`config.mk`:
```
export PLATFORM = sky130hd
export DESIGN_NAME = refpg_core
export DESIGN_NICKNAME = d
export VERILOG_FILES = /design/src/hdl/refpg_pkg.sv /design/src/hdl/refpg_core.sv /design/src/hdl/refpg_edge_lock.sv
export VERILOG_INCLUDE_DIRS = /design/src /design/src/hdl
export SDC_FILE = /design/constraint.sdc
export NUM_CORES = 1
export LEC_CHECK = 0
export BUFFER_PORTS_ARGS = -buffer_cell sky130_fd_sc_hd__buf_2
export CORE_UTILIZATION = 55
export DETAILED_ROUTE_END_ITERATION = 7
export PLACE_DENSITY = 0.69
export SLEW_MARGIN = 30
export SYNTH_ARGS = -nofsm -noshare
export SYNTH_HDL_FRONTEND = slang
export SYNTH_SLANG_ARGS = --single-unit
```
`constraint.sdc`:
```
create_clock -name core_clk_i -period 27.1 [get_ports core_clk_i]
set_input_delay 1.355 -clock core_clk_i [delete_from_list [all_inputs] [get_ports core_clk_i]]
set_output_delay 1.355 -clock core_clk_i [all_outputs]
set_load 0.05 [all_outputs]
```
`src/hdl/refpg_params.svh`:
```
// constants for the reference setpoint and in-regulation block
// assumes inclusion by the core, the monitor and the bench
`ifndef REFPG_PARAMS_SVH
`define REFPG_PARAMS_SVH
`define REFPG_OFS_MARGIN_HIGH 8'hD5
`define REFPG_OFS_MARGIN_LOW 8'hD6
`define REFPG_OFS_PCT_LIMITS 8'hD7
`define REFPG_OFS_OPERATION 8'h01
`define REFPG_OFS_VOUT_CMD 8'h21
`define REFPG_OFS_SCALE_LOOP 8'h29
`define REFPG_OFS_VREF_TRIM 8'hD4
`define REFPG_OFS_STORE_ALL 8'h11
`define REFPG_OP_MARGIN_HI_BIT 5
`define REFPG_OP_MARGIN_LO_BIT 4
`define REFPG_TRIM_MIN (-64)
`define REFPG_TRIM_MAX 63
`define REFPG_STEP_MIN (-64)
`define REFPG_STEP_MAX 31
`define REFPG_DAC_MIN 18'h000B3
`define REFPG_DAC_MAX 18'h0034D
`define REFPG_PREBIAS_PCT 5
`define REFPG_RST_PCT_LIMITS 8'h00
`define REFPG_RST_VOUT_CMD 16'h0200
`endif

```
`src/hdl/refpg_pkg.sv`:
```
// types for the reference setpoint and in-regulation block
// assumes refpg_params.svh on the include path
package refpg_pkg;
  typedef enum logic [1:0] {
    REFPG_MARGIN_NONE,
    REFPG_MARGIN_HIGH,
    REFPG_MARGIN_LOW
  } refpg_margin_t;
  typedef enum logic [1:0] {
    REFPG_ROLE_STANDALONE,
    REFPG_ROLE_MASTER,
    REFPG_ROLE_SLAVE
  } refpg_role_t;
  typedef struct packed {
    logic wr;
    logic [7:0] addr;
    logic [15:0] wdata;
  } refpg_cmd_t;
  typedef struct packed {
    logic [15:0] fb_code;
    logic rail6_ok;
    logic fault;
  } refpg_sense_t;
endpackage

```
`src/hdl/refpg_core.sv`:
```
// reference setpoint, margining and in-regulation supervision
// assumes command writes decoded by an outer pmbus engine, one cycle each
`include "refpg_params.svh"
module refpg_core
  import refpg_pkg::*;
#(
  parameter int CODE_W = 16
)
(
  // clock and reset
  input wire logic core_clk_i,
  input wire logic rst_n_i,
  // command port
  input wire refpg_cmd_t cmd_i,
  output logic [15:0] rdata_o,
  // sensing
  input wire refpg_sense_t sense_i,
  input wire logic slave_strap_i,
  input wire logic sync_clk_i,
  input wire logic shared_comp_line_i,
  // nonvolatile store
  output logic nv_store_o,
  output logic [7:0] nv_trim_o,
  // outputs
  output logic [CODE_W-1:0] error_amp_reference_o,
  output logic in_regulation_out_o,
  output logic in_regulation_out_oe_o,
  output logic overvoltage_warning_o,
  output logic shared_comp_line_o,
  output logic shared_comp_line_oe_o,
  output logic switch_enable_o,
  output logic switch_lock_o,
  output refpg_margin_t margin_state_o,
  output refpg_role_t role_o
);
  typedef struct packed {
    logic [7:0] operation;
    logic [15:0] vout_cmd;
    logic half_scale;
    logic [7:0] trim;
    logic [7:0] step_hi;
    logic [7:0] step_lo;
    logic [7:0] pct_limits;
    logic [15:0] ref_code;
    logic [15:0] rdata;
    logic pg_low;
    logic overvoltage_warning;
    logic comp_pull;
    logic sw_en;
    logic store;
    logic [7:0] nv_trim;
    logic role_taken;
    refpg_role_t role;
    logic lock;
    refpg_margin_t mstate;
  } refpg_state_t;
  refpg_state_t s_q, s_d;
  logic lock_pulse;
  logic signed [17:0] sum;
  logic signed [17:0] scaled;
  logic [17:0] ref_abs;
  logic [17:0] ov_lim;
  logic [17:0] uv_lim;
  logic [17:0] pre_lim;
  logic [17:0] fb;
  logic [3:0] ov_pct;
  logic [3:0] uv_pct;
  logic any_fault;

  refpg_edge_lock u_lock (
    .core_clk_i(core_clk_i),
    .rst_n_i(rst_n_i),
    .use_fall_i(s_q.role == REFPG_ROLE_SLAVE),
    .sync_clk_i(sync_clk_i),
    .lock_pulse_o(lock_pulse)
  );

  function automatic logic [7:0] clamp8(input logic [7:0] v, input int lo, input int hi);
    int x;
    x = int'($signed(v));
    if (x < lo) begin
      x = lo;
    end else if (x > hi) begin
      x = hi;
    end
    return x[7:0];
  endfunction

  always_comb begin
    s_d = s_q;
    s_d.store = 1'b0;
    // register writes
    if (cmd_i.wr) begin
      if (cmd_i.addr == `REFPG_OFS_OPERATION) begin
        s_d.operation = cmd_i.wdata[7:0];
      end else if (cmd_i.addr == `REFPG_OFS_VOUT_CMD) begin
        s_d.vout_cmd = cmd_i.wdata;
      end else if (cmd_i.addr == `REFPG_OFS_SCALE_LOOP) begin
        s_d.half_scale = cmd_i.wdata[0];
      end else if (cmd_i.addr == `REFPG_OFS_VREF_TRIM) begin
        s_d.trim = clamp8(cmd_i.wdata[7:0], `REFPG_TRIM_MIN, `REFPG_TRIM_MAX);
      end else if (cmd_i.addr == `REFPG_OFS_MARGIN_HIGH) begin
        s_d.step_hi = clamp8(cmd_i.wdata[7:0], `REFPG_STEP_MIN, `REFPG_STEP_MAX);
      end else if (cmd_i.addr == `REFPG_OFS_MARGIN_LOW) begin
        s_d.step_lo = clamp8(cmd_i.wdata[7:0], `REFPG_STEP_MIN, `REFPG_STEP_MAX);
      end else if (cmd_i.addr == `REFPG_OFS_PCT_LIMITS) begin
        s_d.pct_limits = cmd_i.wdata[7:0];
      end else if (cmd_i.addr == `REFPG_OFS_STORE_ALL) begin
        s_d.store = 1'b1;
        s_d.nv_trim = s_q.trim;
      end
    end
    // read mux
    if (cmd_i.addr == `REFPG_OFS_OPERATION) begin
      s_d.rdata = {8'h00, s_q.operation};
    end else if (cmd_i.addr == `REFPG_OFS_VOUT_CMD) begin
      s_d.rdata = s_q.vout_cmd;
    end else if (cmd_i.addr == `REFPG_OFS_SCALE_LOOP) begin
      s_d.rdata = {15'h0, s_q.half_scale};
    end else if (cmd_i.addr == `REFPG_OFS_VREF_TRIM) begin
      s_d.rdata = {8'h00, s_q.trim};
    end else if (cmd_i.addr == `REFPG_OFS_MARGIN_HIGH) begin
      s_d.rdata = {8'h00, s_q.step_hi};
    end else if (cmd_i.addr == `REFPG_OFS_MARGIN_LOW) begin
      s_d.rdata = {8'h00, s_q.step_lo};
    end else if (cmd_i.addr == `REFPG_OFS_PCT_LIMITS) begin
      s_d.rdata = {8'h00, s_q.pct_limits};
    end else begin
      s_d.rdata = s_q.ref_code;
    end
    // reference sum
    scaled = s_q.half_scale ? $signed({3'b000, s_q.vout_cmd[15:1]}) :
      $signed({2'b00, s_q.vout_cmd});
    sum = scaled + 18'(signed'(s_q.trim));
    if (s_q.operation[`REFPG_OP_MARGIN_HI_BIT]) begin
      sum = sum + 18'(signed'(s_q.step_hi));
    end
    if (s_q.operation[`REFPG_OP_MARGIN_LO_BIT]) begin
      sum = sum + 18'(signed'(s_q.step_lo));
    end
    if (sum < $signed(`REFPG_DAC_MIN)) begin
      ref_abs = `REFPG_DAC_MIN;
    end else if (sum > $signed(`REFPG_DAC_MAX)) begin
      ref_abs = `REFPG_DAC_MAX;
    end else begin
      ref_abs = 18'(sum);
    end
    s_d.ref_code = ref_abs[15:0];
    // window from percent nibbles, steps of one percent
    ov_pct = s_q.pct_limits[7:4];
    uv_pct = s_q.pct_limits[3:0];
    ov_lim = ref_abs + 18'((ref_abs * ov_pct) / 100);
    uv_lim = ref_abs - 18'((ref_abs * uv_pct) / 100);
    pre_lim = ref_abs + 18'((ref_abs * `REFPG_PREBIAS_PCT) / 100);
    fb = {2'b00, sense_i.fb_code};
    // prebias trip only once the 6v rail is up
    s_d.overvoltage_warning = sense_i.rail6_ok && (fb > pre_lim || fb > ov_lim);
    any_fault = sense_i.fault | ~shared_comp_line_i;
    s_d.comp_pull = sense_i.fault;
    s_d.sw_en = ~any_fault;
    s_d.pg_low = ~(~any_fault && ~s_d.overvoltage_warning && (fb >= uv_lim) && (fb <= ov_lim));
    // role caught once after reset release
    if (!s_q.role_taken) begin
      s_d.role_taken = 1'b1;
      s_d.role = slave_strap_i ? REFPG_ROLE_SLAVE : REFPG_ROLE_MASTER;
    end
    // lock pulse and margin state registered with the rest
    s_d.lock = lock_pulse;
    if (s_q.operation[`REFPG_OP_MARGIN_HI_BIT]) begin
      s_d.mstate = REFPG_MARGIN_HIGH;
    end else if (s_q.operation[`REFPG_OP_MARGIN_LO_BIT]) begin
      s_d.mstate = REFPG_MARGIN_LOW;
    end else begin
      s_d.mstate = REFPG_MARGIN_NONE;
    end
  end

  always_ff @(posedge core_clk_i) begin
    if (!rst_n_i) begin
      s_q <= '0;
      s_q.vout_cmd <= `REFPG_RST_VOUT_CMD;
      s_q.pct_limits <= `REFPG_RST_PCT_LIMITS;
      s_q.role <= REFPG_ROLE_STANDALONE;
      s_q.pg_low <= 1'b1;
    end else begin
      s_q <= s_d;
    end
  end

  assign rdata_o = s_q.rdata;
  assign nv_store_o = s_q.store;
  assign nv_trim_o = s_q.nv_trim;
  assign error_amp_reference_o = CODE_W'(s_q.ref_code);
  assign in_regulation_out_o = 1'b0;
  assign in_regulation_out_oe_o = s_q.pg_low;
  assign overvoltage_warning_o = s_q.overvoltage_warning;
  assign shared_comp_line_o = 1'b0;
  assign shared_comp_line_oe_o = s_q.comp_pull;
  assign switch_enable_o = s_q.sw_en;
  assign switch_lock_o = s_q.lock;
  assign margin_state_o = s_q.mstate;
  assign role_o = s_q.role;
endmodule

```
`src/hdl/refpg_edge_lock.sv`:
```
// edge selector for switching lock to the shared sync clock
// assumes the sync input is already synchronous to core_clk_i
module refpg_edge_lock
  import refpg_pkg::*;
(
  // clock and reset
  input wire logic core_clk_i,
  input wire logic rst_n_i,
  // control
  input wire logic use_fall_i,
  input wire logic sync_clk_i,
  // result
  output logic lock_pulse_o
);
  typedef struct packed {
    logic armed;
    logic prev;
    logic pulse;
  } refpg_lock_state_t;
  refpg_lock_state_t s_q, s_d;
  always_comb begin
    s_d = s_q;
    // no edge reported until prev holds a real sample after reset
    s_d.armed = 1'b1;
    s_d.prev = sync_clk_i;
    s_d.pulse = s_q.armed & (use_fall_i ? (s_q.prev & ~sync_clk_i) : (~s_q.prev & sync_clk_i));
  end
  always_ff @(posedge core_clk_i) begin
    if (!rst_n_i) begin
      s_q <= '0;
    end else begin
      s_q <= s_d;
    end
  end
  assign lock_pulse_o = s_q.pulse;
endmodule

```
==> reports/qor.csv <==
stage,metric,value,unit
status,status,"finished, final reports clean",
clock_tree,h-tree-depth,3,
min_path,min_delay_worst_endpoint,u_lock.lock_pulse_o,
place,dpl.hpwl,56.43,mm
setup_path,cp-end-kind,flop,
place,port_buffers,97,
synthesis,synth_compound_area_share,32.41,%
drt,via_count,25520,
sta,final.period_utilization,79.32,%
sta,min_period,21.50,ns
global_route,grt_pass1_vias,23590,
synthesis,syn_avg_cell_area,7.512,µm²
sta,max_slew_margin,16.44,%
place,place.gp.congestion,0.9294,
sta,tns,0,ns
clock_tree,cts.clk_slew.worst_paths,0.09,ns
drt,top_layer,met5,
clock_tree,cts.path.max_buffers,2,
clock_tree,holdBufCountCts,0,
synthesis,seq_area_frac_synth,8.760,%
sta,fmax,46.52,MHz
global_route,grt-ovfl-total,0,
floorplanning,ios,100,
floorplanning,die_x,216.8,µm
global_route,grt_pass1_wl,115.9,mm
floorplanning,num_rows,78,
synthesis,synthMuxAreaShare,5.115,%
clock_tree,clkLatencyLatePin,0.37,ns
place,dp_cells,4025,
synthesis,synth_area,25370,µm²
setup_path,reg2regPathDepth,99,
clock_tree,cts_tree,yes,
floorplanning,core_area,45480,µm²
setup_path,worstPathRequired,27.38,ns
setup_path,crit_type,reg2reg,
final_layout,nets,3788,
final_layout,final.fill_count,4325,
synthesis,ys_ff_latch,111,
drt,met2_length,32.95,mm
sta,final-max-slew-violation-count,0,
synthesis,synth_edf_count,0,
clock_tree,cts.sinks,111,
min_path,min_path_type,reg2reg,
setup_path,cpMostUsedCell,o21ai_0,
synthesis,yosys.area_share.xor_xnor,6.363,%
setup_path,timing.rr.end,overvoltage_warning_o,
synthesis,synth-main-ff-cell,dfxtp_1,
drt,wire_per_inst,17.54,µm
global_route,antenna_found_initial,2,
setup_path,r2r_start,s_q[83],
min_path,min_from,u_lock.s_q[2],
sta,setup_viol,0,
synthesis,yosys.area_share.simple,22.75,%
min_path,hold_depth,2,
final_layout,multi_input_area,21720,µm²
drt,viasPerCell,6.314,
global_route,grt_start_max_net_pins,84,
synthesis,yosys_warnings,0,
sta,worstMarginPinSlew,1.244,ns
setup_path,crit_arrival,21.77,ns
clock_tree,cts_resized,0,
setup_path,critPathSlowestCell,dfxtp_1,
clock_tree,cts_root_buffer,clkbuf_16,
drt,drc,0,
sta,rsz0062_at_grt,no,
setup_path,crit_path_start_kind,flop,
global_route,grt_usage,29.02,%
setup_path,slowest_delay,0.76,ns
final_layout,fin_cells,4042,
clock_tree,post-cts-setup-buffers,0,
synthesis,synthCells,3377,
final_layout,register_area,2222,µm²
sta,finalClockSkew,0.01845,ns
drt,route.met3.wl,4.192,mm
floorplanning,die_y,216.8,µm
synthesis,synthAdderAreaFrac,17.30,%
synthesis,ys_types,157,
synthesis,synthArstFlopShare,0,%
final_layout,drive_gt1_share,10.72,%
setup_path,r2r_setup_slack,5.60,ns
final_layout,areaGrowthSynthToFinish,4.370,%
drt,first_iter_violations,2220,
clock_tree,numCtsBuffers,9,
floorplanning,start_util,55.78,%
drt,dr.pass1.iters,6,
sta,final_hold_viol_count,0,
run,maxCapViolations,0,
drt,drtAntennaViolNets,0,
floorplanning,die_area,46990,µm²
drt,routed_wl,70.89,mm
synthesis,synth_top_family_by_area,compound AO/OA/AOI/OAI gates,
setup_path,path_max_fanout,18,
drt,wirelength_met1,32.35,mm
-- cells in the mapped netlist, types with 37 or more instances --
cell,number,area [µm²]
a21oi_1,235,1176
a211oi_1,47,352.8
o211ai_1,41,307.8
mux2_2,43,484.2
o21bai_1,37,277.8
nand2b_1,47,294.0
nand3_1,95,475.5
inv_1,224,840.8
o21ai_0,169,845.8
buf_4,58,435.4
dfxtp_1,111,2222
nor2b_1,74,462.9
xor2_1,51,446.7
nor3_1,86,430.4
ha_1,233,2915
o21a_1,49,367.9
xnor2_1,124,1086
fa_1,71,1421
and2_1,88,550.5
a21o_1,71,533.0
nand2_1,285,1070
nor2_1,234,878.3
mux2i_1,71,710.7
clkbuf_1,76,285.3
a31oi_1,40,250.2
-- layout by cell type (no fill, tap or decap), drive strengths merged, types with 18 or more instances in the layout --
cell	count
a211o	26
a211oi	56
a21boi	33
a21o	77
a21oi	240
a221oi	18
a22oi	20
a31o	18
a31oi	42
and2	96
and3	37
buf	111
conb	105
dfxtp	111
fa	71
ha	233
inv	232
mux2	48
mux2i	73
nand2	286
nand2b	47
nand3	95
nand4	32
nor2	237
nor2b	74
nor3	89
nor4	26
o2111ai	19
o211a	22
o211ai	43
o21a	50
o21ai	199
o21bai	38
o22ai	27
o31ai	27
or2	27
or3	24
xnor2	129
xor2	51
-- sequential cells by signal, indices dropped and copies added, names as in the netlist --
signal                  count
error_amp_reference_o      16
in_regulation_out_oe_o      1
margin_state_o              2
nv_store_o                  1
nv_trim_o                   8
ov_pct                      4
overvoltage_warning_o       1
rdata_o                    16
role_o                      2
s_q                        54
shared_comp_line_oe_o       1
switch_enable_o             1
switch_lock_o               1
u_lock.lock_pulse_o         1
u_lock.s_q                  2
-- worst max-delay path: cells and delay by family, from the launching register on --
family                   cells  cell delay (ns)
flip-flops                   1             0.76
multiplexers                 4             1.52
adder cells (fa/ha/maj)     10             3.00
XOR/XNOR                     2             0.39
AND/OR/NAND/NOR             27             5.24
buffers and inverters        6             0.46
AO/OA/AOI/OAI               50            10.06
-- layout make-up --
type	count	area share, %
Multi-Input combinational cell	2974	82.04
Antenna cell	1	0.009451
Tap cell	600	2.835
Clock buffer	9	0.8506
Sequential cell	111	8.393
Inverter	229	3.265
Clock inverter	7	0.3733
Timing Repair Buffer	111	2.231
-- metrics by stage --
stage | setup slack, ns | hold slack (ns) | cell area [µm²] | util [%]
2_1_floorplan | 8.219 | 0.4068 | 25750 | -
3_3_place_gp | 6.130 | 0.4155 | 26120 | 57.43
3_5_place_dp | 5.643 | 0.4157 | 26130 | 57.45
4_1_cts | 5.539 | 0.4288 | 26450 | 58.16
5_1_grt | 3.677 | 0.4533 | 26470 | 58.21
6_report | 5.604 | 0.4276 | 26480 | 58.22
-- cell families (layout without fill, tap and decap cells) --
group | count (synthesis) | count (layout)
multiplexers | 121 | 121
XOR/XNOR | 180 | 180
flip-flops | 111 | 111
AND/OR/NAND/NOR | 1129 | 1129
buffers and inverters | 395 | 356
AO/OA/AOI/OAI | 1130 | 1130
other | 2 | 106
adder cells (fa/ha/maj) | 309 | 309
-- layer usage --
metal  vias to the layer above  track usage, %
met5                         -               0
li1                      12450               -
met3                       106           2.683
met4                         2           6.549
met1                     12010           39.89
met2                       950           48.92
-- worst max path at each step --
stage,start,to,slack (ns)
floorplan,s_q[83],in_regulation_out_oe_o,8.22
global placement,s_q[83],in_regulation_out_oe_o,6.13
detailed placement,s_q[83],in_regulation_out_oe_o,5.64
CTS,s_q[83],in_regulation_out_oe_o,5.54
global route,s_q[83],overvoltage_warning_o,3.68
finish,s_q[83],overvoltage_warning_o,5.60
Power is not shown: default switching activity piles up to over one toggle a cycle in this logic, so the estimate is an artifact.
